`src/hdl/adcrw_cfg.svh`:
```
// adcrw_cfg.svh - named constants of the converter readout and watchdog block
// assumes: included by bare name wherever a constant is needed
`ifndef ADCRW_CFG_SVH
`define ADCRW_CFG_SVH

// clock rates
`define ADCRW_CLK_KHZ 100000
`define ADCRW_CONV_KHZ 1000
`define ADCRW_DIV_CYCLES (`ADCRW_CLK_KHZ / `ADCRW_CONV_KHZ)
`define ADCRW_DIV_W 7

// watchdog timeout in ms and its cycle count (exact product, nothing rounds)
`define ADCRW_WDOG_MS 10200
`define ADCRW_WDOG_CYCLES ((64'd`ADCRW_WDOG_MS * 64'd`ADCRW_CLK_KHZ))
`define ADCRW_WDOG_W 32

// processor reset pulse length in us, counted in 1 MHz ticks
`define ADCRW_RST_US 100
`define ADCRW_RST_TICKS ((`ADCRW_RST_US * `ADCRW_CONV_KHZ) / 1000)

// conversion time per channel in us, counted in 1 MHz ticks
`define ADCRW_CONV_US 100
`define ADCRW_CONV_TICKS ((`ADCRW_CONV_US * `ADCRW_CONV_KHZ) / 1000)
`define ADCRW_TICK_W 16

// address decode: A15..A9 all one, A8..A5 = 0,1,1,0
`define ADCRW_HI_MSB 15
`define ADCRW_HI_LSB 9
`define ADCRW_HI_MATCH 7'h7f
`define ADCRW_MID_MSB 8
`define ADCRW_MID_LSB 5
`define ADCRW_MID_MATCH 4'h6
`define ADCRW_CONV_MSB 4
`define ADCRW_CONV_LSB 3
`define ADCRW_CH_MSB 2
`define ADCRW_CH_LSB 0

// sizes
`define ADCRW_NCONV 4
`define ADCRW_NCH 8
`define ADCRW_DW 8

`endif

```
`src/hdl/adcrw_pkg.sv`:
```
// adcrw_pkg.sv - types of the converter readout and watchdog block
// assumes: adcrw_cfg.svh gives the sizes
`include "adcrw_cfg.svh"

package adcrw_pkg;

  // watchdog states
  typedef enum logic [0:0] {ADCRW_WD_RUN, ADCRW_WD_RESET} adcrw_wd_t;

  // converter state: channel pointer, tick count, result store, sampler
  typedef struct packed {
    logic [`ADCRW_DW-1:0] samp_s1;
    logic [`ADCRW_DW-1:0] samp_s2;
    logic [`ADCRW_TICK_W-1:0] tick_cnt;
    logic [2:0] chan;
    logic [`ADCRW_NCH-1:0][`ADCRW_DW-1:0] store;
  } adcrw_conv_st_t;

  // top state: pin synchronisers, divider, watchdog, bus outputs
  typedef struct packed {
    logic [15:0] addr_s1;
    logic [15:0] addr_s2;
    logic [2:0] ctl_s1;
    logic [2:0] ctl_s2;
    logic [`ADCRW_DIV_W-1:0] div_cnt;
    logic tick;
    adcrw_wd_t wd;
    logic [`ADCRW_WDOG_W-1:0] wd_cnt;
    logic [`ADCRW_TICK_W-1:0] rst_cnt;
    logic [`ADCRW_DW-1:0] di;
    logic di_oe;
    logic [`ADCRW_NCONV-1:0] en_n;
    logic rst_oe;
  } adcrw_top_st_t;

endpackage : adcrw_pkg

```
`src/hdl/adcrw_conv.sv`:
```
// adcrw_conv.sv - one converter: channel scan and eight-word result store
// assumes: tick is a one-cycle 1 MHz enable; samp_code comes from a pin
`timescale 1ns/10ps
`include "adcrw_cfg.svh"

module adcrw_conv
  import adcrw_pkg::*;
#(
  parameter int CONV_TICKS = `ADCRW_CONV_TICKS
)
(
  // clock and reset
  input wire logic sys_clk,
  input wire logic srst,
  // conversion timing
  input wire logic tick,
  // front end
  input wire logic [`ADCRW_DW-1:0] samp_code,
  output logic [2:0] mux_chan,
  // read port
  input wire logic [2:0] rd_chan,
  output logic [`ADCRW_DW-1:0] rd_data
);

  initial
  begin
    if (CONV_TICKS < 1 || CONV_TICKS >= (1 << `ADCRW_TICK_W))
      $error("adcrw_conv: CONV_TICKS out of range");
  end

  adcrw_conv_st_t st_reg, st_next;

  ////////////////////////////////////////////////////////////////////////////
  // scan channels in turn, one conversion per CONV_TICKS ticks
  always_comb
  begin
    st_next = st_reg;
    st_next.samp_s1 = samp_code;
    st_next.samp_s2 = st_reg.samp_s1;
    if (tick) // paced by the shared 1 MHz enable
    begin
      if (st_reg.tick_cnt == `ADCRW_TICK_W'(CONV_TICKS - 1))
      begin
        st_next.tick_cnt = '0;
        st_next.store[st_reg.chan] = st_reg.samp_s2; // latest result kept
        st_next.chan = st_reg.chan + 3'h1; // next channel, wraps at eight
      end
      else
        st_next.tick_cnt = st_reg.tick_cnt + `ADCRW_TICK_W'(1);
    end
  end

  // state register
  always_ff @(posedge sys_clk)
  begin
    if (srst)
      st_reg <= '0;
    else
      st_reg <= st_next;
  end

  // outputs
  assign mux_chan = st_reg.chan;
  assign rd_data = st_reg.store[rd_chan]; // three low address bits pick a word

endmodule : adcrw_conv

```
`src/hdl/adcrw_top.sv`:
```
// adcrw_top.sv - bus readout of four converters with access watchdog
// assumes: bus pins are asynchronous to sys_clk; reset line is open drain
`timescale 1ns/10ps
`include "adcrw_cfg.svh"

// Function
// - Each converter scans its eight channels in turn and keeps the latest eight-bit results in an 8x8 store.
// - All conversion sequencing runs from one shared 1 MHz enable made on the board.
// - Address bits A2..A0 pick which of the eight stored results is returned.
// - The board is selected only for A15..A9 all one, A8=0, A7=1, A6=1, A5=0 with memory-read status high.
// - While selected, A4..A3 assert exactly one active-low converter enable.
// - Read data drives the data-in bus only while selected and data-bus-in timing is high.
// - Every select outside a reset pulse restarts a watchdog; 10.2 s without one asserts processor reset.
// - On expiry the board pulls the active-low shared processor reset line low.
module adcrw_top
  import adcrw_pkg::*;
#(
  parameter longint WDOG_CYCLES = `ADCRW_WDOG_CYCLES,
  parameter int RST_TICKS = `ADCRW_RST_TICKS,
  parameter int CONV_TICKS = `ADCRW_CONV_TICKS
)
(
  // clock and reset
  input wire logic sys_clk,
  input wire logic srst,
  // backplane address and status
  input wire logic [15:0] addr,
  input wire logic smemr,
  input wire logic pdbin,
  input wire logic mwrite,
  // backplane data-in bus
  output logic [`ADCRW_DW-1:0] di_o,
  output logic di_oe,
  // shared processor reset line, open drain
  input wire logic cpu_rst_n_i,
  output logic cpu_rst_n_o,
  output logic cpu_rst_n_oe,
  // converter enables
  output logic [`ADCRW_NCONV-1:0] conv_en_n,
  // analog front end
  input wire logic [`ADCRW_NCONV*`ADCRW_DW-1:0] samp_code,
  output logic [`ADCRW_NCONV*3-1:0] mux_chan
);

  initial
  begin
    if (WDOG_CYCLES < 2 || WDOG_CYCLES >= (64'h1 << `ADCRW_WDOG_W))
      $error("adcrw_top: WDOG_CYCLES out of range");
    if (RST_TICKS < 1 || RST_TICKS >= (1 << `ADCRW_TICK_W))
      $error("adcrw_top: RST_TICKS out of range");
    if (`ADCRW_DIV_CYCLES >= (1 << `ADCRW_DIV_W))
      $error("adcrw_top: divider width too small");
  end

  localparam logic [`ADCRW_WDOG_W-1:0] WD_LAST = `ADCRW_WDOG_W'(WDOG_CYCLES - 1);
  localparam logic [`ADCRW_TICK_W-1:0] RST_LAST = `ADCRW_TICK_W'(RST_TICKS - 1);
  localparam logic [`ADCRW_DIV_W-1:0] DIV_LAST = `ADCRW_DIV_W'(`ADCRW_DIV_CYCLES - 1);

  adcrw_top_st_t st_reg, st_next;
  logic [`ADCRW_NCONV-1:0][`ADCRW_DW-1:0] rd_data;
  logic [2:0] rd_chan;
  logic [1:0] conv_idx;
  logic [`ADCRW_HI_MSB-`ADCRW_HI_LSB:0] addr_hi;
  logic [`ADCRW_MID_MSB-`ADCRW_MID_LSB:0] addr_mid;
  logic smemr_s;
  logic pdbin_s;
  logic mwrite_s;
  logic board_sel;
  logic unused_rst_in;

  ////////////////////////////////////////////////////////////////////////////
  // synchronised fields of the bus
  assign smemr_s = st_reg.ctl_s2[2];
  assign pdbin_s = st_reg.ctl_s2[1];
  assign mwrite_s = st_reg.ctl_s2[0];
  assign addr_hi = st_reg.addr_s2[`ADCRW_HI_MSB:`ADCRW_HI_LSB];
  assign addr_mid = st_reg.addr_s2[`ADCRW_MID_MSB:`ADCRW_MID_LSB];
  assign rd_chan = st_reg.addr_s2[`ADCRW_CH_MSB:`ADCRW_CH_LSB];
  assign conv_idx = st_reg.addr_s2[`ADCRW_CONV_MSB:`ADCRW_CONV_LSB];

  // board select decode
  assign board_sel = (addr_hi == `ADCRW_HI_MATCH)
                   && (addr_mid == `ADCRW_MID_MATCH)
                   && smemr_s; // A15..A5 pattern with memory read

  // the reset line is only driven, never sensed
  assign unused_rst_in = cpu_rst_n_i;

  ////////////////////////////////////////////////////////////////////////////
  // four converters, one per enable
  genvar gi;
  generate
    for (gi = 0; gi < `ADCRW_NCONV; gi++)
    begin : g_conv
      adcrw_conv #(
        .CONV_TICKS(CONV_TICKS)
      ) u_conv (
        .sys_clk(sys_clk),
        .srst(srst),
        .tick(st_reg.tick),
        .samp_code(samp_code[gi*`ADCRW_DW +: `ADCRW_DW]),
        .mux_chan(mux_chan[gi*3 +: 3]),
        .rd_chan(rd_chan),
        .rd_data(rd_data[gi])
      );
    end
  endgenerate

  ////////////////////////////////////////////////////////////////////////////
  // next-state logic
  always_comb
  begin
    st_next = st_reg;

    // two-stage pin synchronisers
    st_next.addr_s1 = addr;
    st_next.addr_s2 = st_reg.addr_s1;
    st_next.ctl_s1 = {smemr, pdbin, mwrite};
    st_next.ctl_s2 = st_reg.ctl_s1;

    // 1 MHz conversion enable from the system clock
    st_next.tick = 1'b0;
    if (st_reg.div_cnt == DIV_LAST)
    begin
      st_next.div_cnt = '0;
      st_next.tick = 1'b1; // shared by every converter
    end
    else
      st_next.div_cnt = st_reg.div_cnt + `ADCRW_DIV_W'(1);

    // one-hot active-low converter enable while selected
    st_next.en_n = '1;
    if (board_sel)
      st_next.en_n[conv_idx] = 1'b0; // A4..A3 choose one converter

    // data-in drive, reads only
    st_next.di_oe = board_sel && pdbin_s && !mwrite_s;
    st_next.di = st_next.di_oe ? rd_data[conv_idx] : '0;

    // watchdog: each select while running restarts it, expiry pulses processor reset
    unique case (st_reg.wd)
      ADCRW_WD_RUN:
      begin
        if (board_sel)
          st_next.wd_cnt = '0; // select restarts the timer
        else if (st_reg.wd_cnt == WD_LAST)
        begin
          st_next.wd = ADCRW_WD_RESET; // expiry after 10.2 s
          st_next.wd_cnt = '0;
          st_next.rst_cnt = '0;
          st_next.rst_oe = 1'b1; // pull the reset line low
        end
        else
          st_next.wd_cnt = st_reg.wd_cnt + `ADCRW_WDOG_W'(1);
      end
      ADCRW_WD_RESET:
      begin
        if (st_reg.tick)
        begin
          if (st_reg.rst_cnt == RST_LAST)
          begin
            st_next.wd = ADCRW_WD_RUN;
            st_next.rst_oe = 1'b0; // release and time afresh
            st_next.wd_cnt = '0;
          end
          else
            st_next.rst_cnt = st_reg.rst_cnt + `ADCRW_TICK_W'(1);
        end
      end
    endcase
  end

  ////////////////////////////////////////////////////////////////////////////
  // state register
  always_ff @(posedge sys_clk)
  begin
    if (srst)
    begin
      st_reg <= '0;
      st_reg.wd <= ADCRW_WD_RUN;
      st_reg.en_n <= '1;
    end
    else
      st_reg <= st_next;
  end

  // outputs, all from the state register
  assign di_o = st_reg.di;
  assign di_oe = st_reg.di_oe;
  assign conv_en_n = st_reg.en_n;
  assign cpu_rst_n_oe = st_reg.rst_oe;
  assign cpu_rst_n_o = ~st_reg.rst_oe; // line low whenever driven

endmodule : adcrw_top

```
`config.mk`:
```
export PLATFORM = sky130hd
export DESIGN_NAME = adcrw_top
export DESIGN_NICKNAME = d
export VERILOG_FILES = /design/src/hdl/adcrw_pkg.sv /design/src/hdl/adcrw_conv.sv /design/src/hdl/adcrw_top.sv
export VERILOG_INCLUDE_DIRS = /design/src /design/src/hdl
export SDC_FILE = /design/constraint.sdc
export NUM_CORES = 1
export LEC_CHECK = 0
export ABC_AREA = 1
export CAP_MARGIN = 0
export CELL_PAD_IN_SITES_DETAIL_PLACEMENT = 1
export CELL_PAD_IN_SITES_GLOBAL_PLACEMENT = 2
export CORE_ASPECT_RATIO = 0.9
export CORE_UTILIZATION = 31
export CTS_CLUSTER_DIAMETER = 30
export CTS_CLUSTER_SIZE = 40
export DETAILED_ROUTE_END_ITERATION = 8
export DONT_BUFFER_PORTS = 1
export PLACE_DENSITY_LB_ADDON = 0.1
export REMOVE_ABC_BUFFERS = 1
export SETUP_SLACK_MARGIN = 0.5
export SLEW_MARGIN = 20
export SYNTH_ARGS = -nofsm -noshare
export SYNTH_HDL_FRONTEND = slang
export SYNTH_HIERARCHICAL = 1
export SYNTH_SLANG_ARGS = --single-unit
```
`constraint.sdc`:
```
create_clock -name sys_clk -period 5.1 [get_ports sys_clk]
set_input_delay 0.255 -clock sys_clk [delete_from_list [all_inputs] [get_ports sys_clk]]
set_output_delay 0.255 -clock sys_clk [all_outputs]
set_load 0.02 [all_outputs]
```
## Word-level counts from Yosys, hierarchy flattened

Index checks and enable logic that the tools add are counted.

- Input port bits: 54
- Register bits: 505
- Output and inout bits: 27
- Word-level logic and storage cells: 166

- Bitwise operators: 5
- Add/subtract/negate cells: 11
- Mux-type cells: 44
- Equal/unequal tests: 14
- Order comparisons: 11
- Reduce and logical (&&, ||, !) cells: 20

Operators with widths:

| operator | number |
|---|---|
| $bwmux 64 | 4 |
| $mux 16 | 7 |
| $pmux 49 s2 | 1 |
| $bmux 8 s3 | 4 |
| $demux 8 s3 | 4 |
| $add 16x1->16 const B | 5 |
| $eq 16x7->1 const B | 5 |
| $mux 8 | 9 |
| $mux 32 | 2 |
| $mux 49 | 1 |
| $mux 33 | 1 |
| $add 32x1->32 const B | 1 |
| $eq 32x30->1 const B | 1 |
| $lt 3x4->1 const B | 5 |
| $bmux 8 s2 | 1 |
| $eq 7x7->1 const B | 2 |
| $add 3x1->3 const B | 4 |
| $ge 3x1->1 const B | 4 |
| $reduce_and 2->1 | 5 |
| $logic_and 1x1->1 | 9 |
| $mux 1 | 8 |
| $reduce_and 4->1 | 2 |
| $add 7x1->7 const B | 1 |
| $ne 2x2->1 const B | 3 |
| 10 further kinds | 16 |

## Depth between registers and ports, before layout

- Depth after elaboration: 7
- Depth in mapped cells: 12
- Depth with buffers taken out: 12

## Hierarchy

Netlist, hierarchy kept.

By module, submodules not included:

| module | cells an instance | area an instance (µm²) | seq. area each (µm²) | instances |
|---|---|---|---|---|
| adcrw_conv (g_conv[0].u_conv ...) | 709 | 4807.1 | 1981.9 | 3 |
| adcrw_top | 810 | 5402.7 | 2182.1 | 1 |
| adcrw_conv (g_conv[2].u_conv) | 704 | 4790.8 | 1981.9 | 1 |

## Worst setup path after synthesis

OpenSTA, ideal clock, no wires.

- Kind: reg-to-reg
- Start point: register st_reg[63] (netlist name)
- End point: register g_conv[2].u_conv/st_reg[77] (netlist name)
- Cell stages (with the launch flop): 8
- Path buffers: 0
- Arrival: 1.778 ns
- Data required time: 4.978 ns
- Period minus slack after synthesis: 1.900 ns
- Setup time: 0.122 ns
- Slack: 3.200 ns
- Cell sequence: dfxtp_1 > nand3_2 > nor2_8 > nand2_2 > nand2_1 > inv_2 > o21ai_0 > nor2_1

RTL lines:

| what | RTL line | source |
|---|---|---|
| end signal: assignment | adcrw_conv.sv:59 | `st_reg <= st_next;` |
| end: declaration | adcrw_conv.sv:31 | `adcrw_conv_st_t st_reg, st_next;` |

==> qor.yml <==
outcome: "complete, no violations"
path_class: "flop to flop"
die_h_um: 269
vias_per_cell: 4.60
fp.dieArea_sq_um: 80500
ant_nets: 0
fill_cells: 9732
ff_latch_area_sq_um: 10100
drive_gt1_frac: 0.0937
grtUsageTotal: 0.189
initial_core_util: 0.315
fin_skew_ns: 0.0209
pwr_density_cell_nw_per_um2: 441
synthCells: 3641
seqPwrFrac: 0.305
fin_cells: 4828
synth_cell_types: 43
die_w_um: 299
syn_area_sq_um: 24600
p_int_mw: 10.4
fin_setup_tns_ns: 0
syn_to_final_growth_pct: 22.3
path_clk_slew_ns: 0.04
clkSinkCount: 505
busiest_layer: "met2"
placed_cells: 4505
cts_tree: "built"
num_vias: 22196
detail_route.wl_per_cell_um: 15.4
synth_area_leaders: "dfxtp_1 41%, nor2_1 13%, nand2_1 13%, inv_1 7.9%, a21oi_1 3.9%"
yosysTopAreaCell: "dfxtp_1"
async_reset_ff_frac: 0
io_pins: 81
fin_crit_sh: 0.567
multi_input_area_sq_um: 11100
ys.flop_type: "dfxtp_1"
grt_max_degree: 161
first_global_vias: 23551
p_switching_mw: 2.88
synth_edf_count: 0
clock.fmax_ghz: 0.346
ys_seq_area_frac: 0.411
clockBufferDepth: 3
crit_fanout: 55
ys_ff_latch: 505
final_common_cell: "nor2_1"
p_total_mw: 13.3
leakagePower_nw: 14.6
slew_violations: 0
rsz0062_at_grt: "false"
clockRootBuffer: "clkbuf_16"
crit_buf_inv: 1
switching_share: 0.217
overflow: 0
cts_max_level: 4
combPwrFrac: 0.022
met1_usage: 0.243
met3_usage: 0.0351
irDropWorstVdd_uv: 283
largest_register_ffs: 352
totalWireLength_um: 74500
hp-class: "primary input to flop"
port_buffers: 0
drc_errors: 0
start_kind: "flop"
maxCapViolations: 0
cpLargestDelayFamily: "compound AO/OA/AOI/OAI gates"
crit_chain: "inv_1 > a21oi_1 > o21ai_0 > nand2_1 > nor2_1 > a31oi_1 > nand2_1 > a31oi_1"
firstDrtPassIters: 5
core_sq_um: 78200
cp_slowest_cell: "dfxtp_4"
clock_latency_ns: 0.70
setup_viol: 0
gp_congestion: 0.798
antenna_found_initial: 1
crit_required_ns: 5.72
drt-initial-drc-count: 751
ys_warn_count: 6
worst_pin_slew_ns: 0.986
slowest_delay_ns: 0.77
nets: 3736
numCtsBuffers: 147
maxSlewHeadroom: 0.342
crit_path_end_kind: "flop"
cp_data_arrival_time_ns: 3.51
dp_hpwl_um: 48200
fp-row-count: 97
final_cell_mix: "879 x nor2_1, 852 x nand2_1, 514 x inv_1"
post_cts_buffers: 0
fin_crit_ns: 2.89
grt_pass1_wl_um: 122000
yosysTopAreaCellShare: 0.411
pwr-share-clk: 0.673
synth.avg_cell_area_sq_um: 6.76
hold_viol_final: 0
met2_usage: 0.307
## layer usage
metal / vias to the layer above / share of wire
li1: 11234 / -
met1: 10544 / 0.49
met2: 286 / 0.45
met3: 132 / 0.033
met4: 0 / 0.028
met5: - / 0
## power groups by stage
stage / clock (mW) / sequential (mW) / combinational (mW)
2_1_floorplan: 0 / 4.11 / 0.139
3_3_place_gp: 0 / 4.12 / 0.230
3_5_place_dp: 0 / 4.13 / 0.235
4_1_cts: 9.17 / 4.06 / 0.298
5_1_grt: 9.40 / 4.06 / 0.329
6_report: 8.94 / 4.06 / 0.289
## final cells by class
cell class,instances,area share
Tap cell,1039,0.0432
Inverter,530,0.0662
Antenna cell,1,0.0000831
Clock buffer,210,0.145
Timing Repair Buffer,66,0.0217
Clock inverter,56,0.0199
Sequential cell,505,0.336
Multi-Input combinational cell,2421,0.368
## what timing repair did
action,in CTS,in global routing
endpoints found under the setup margin,0,0
hold buffers,56,0
endpoints found under the hold margin,190,0
resized for setup,0,0
## path summary, 6_finish.rpt
check | start | end | slack [ns] | cells after the start
max | rd_chan[0] | di_o[4] | 2.21 | 8
max reg2reg | rd_chan[0] | di_o[4] | 2.21 | 8
min reg2reg | st_next[78] | rd_chan[1] | 0.39 | 2
min | srst | g_conv[1].u_conv/st_reg[78] | 0.05 | 2
## synth_stat cells, types with 6 or more instances
library cell and count:
buf_6 39, nand4_1 37, nor3_1 40, nand2_2 17
inv_1 518, buf_4 27, inv_2 9, nor2_4 6
nand3b_1 7, ha_1 11, nand3_1 82, nor2_8 8
o21ai_0 149, buf_8 8, a21oi_1 190, xor2_1 11
clkbuf_8 20, nand4_4 32, nor3b_1 12, dfxtp_1 505
nor2_1 879, buf_2 35, nand2_1 852, a31oi_1 40
nor2_2 6, clkbuf_1 55, a22oi_1 8
## cell families (layout without fill, tap and decap cells)
family,Yosys count,after routing,share of synthesized area
adder cells (fa/ha/maj),11,11,0.00559
XOR/XNOR,16,16,0.00569
buffers and inverters,715,862,0.139
AO/OA/AOI/OAI,399,399,0.0858
multiplexers,4,4,0.00163
flip-flops,505,505,0.411
AND/OR/NAND/NOR,1991,1991,0.352
other,0,1,0
## stage by stage
| stage | instance area, sq um | utilization | worst slack (ns) | hold slack, ns |
|---|---|---|---|---|
| 2_1_floorplan | 23200 | - | 1.08 | 0.317 |
| 3_3_place_gp | 24600 | 0.314 | 2.16 | 0.361 |
| 3_5_place_dp | 24600 | 0.314 | 2.16 | 0.364 |
| 4_1_cts | 30100 | 0.385 | 2.17 | 0.0594 |
| 5_1_grt | 30100 | 0.385 | 1.90 | 0.110 |
| 6_report | 30100 | 0.385 | 2.21 | 0.0526 |
Power figures use the tool's default switching activity.
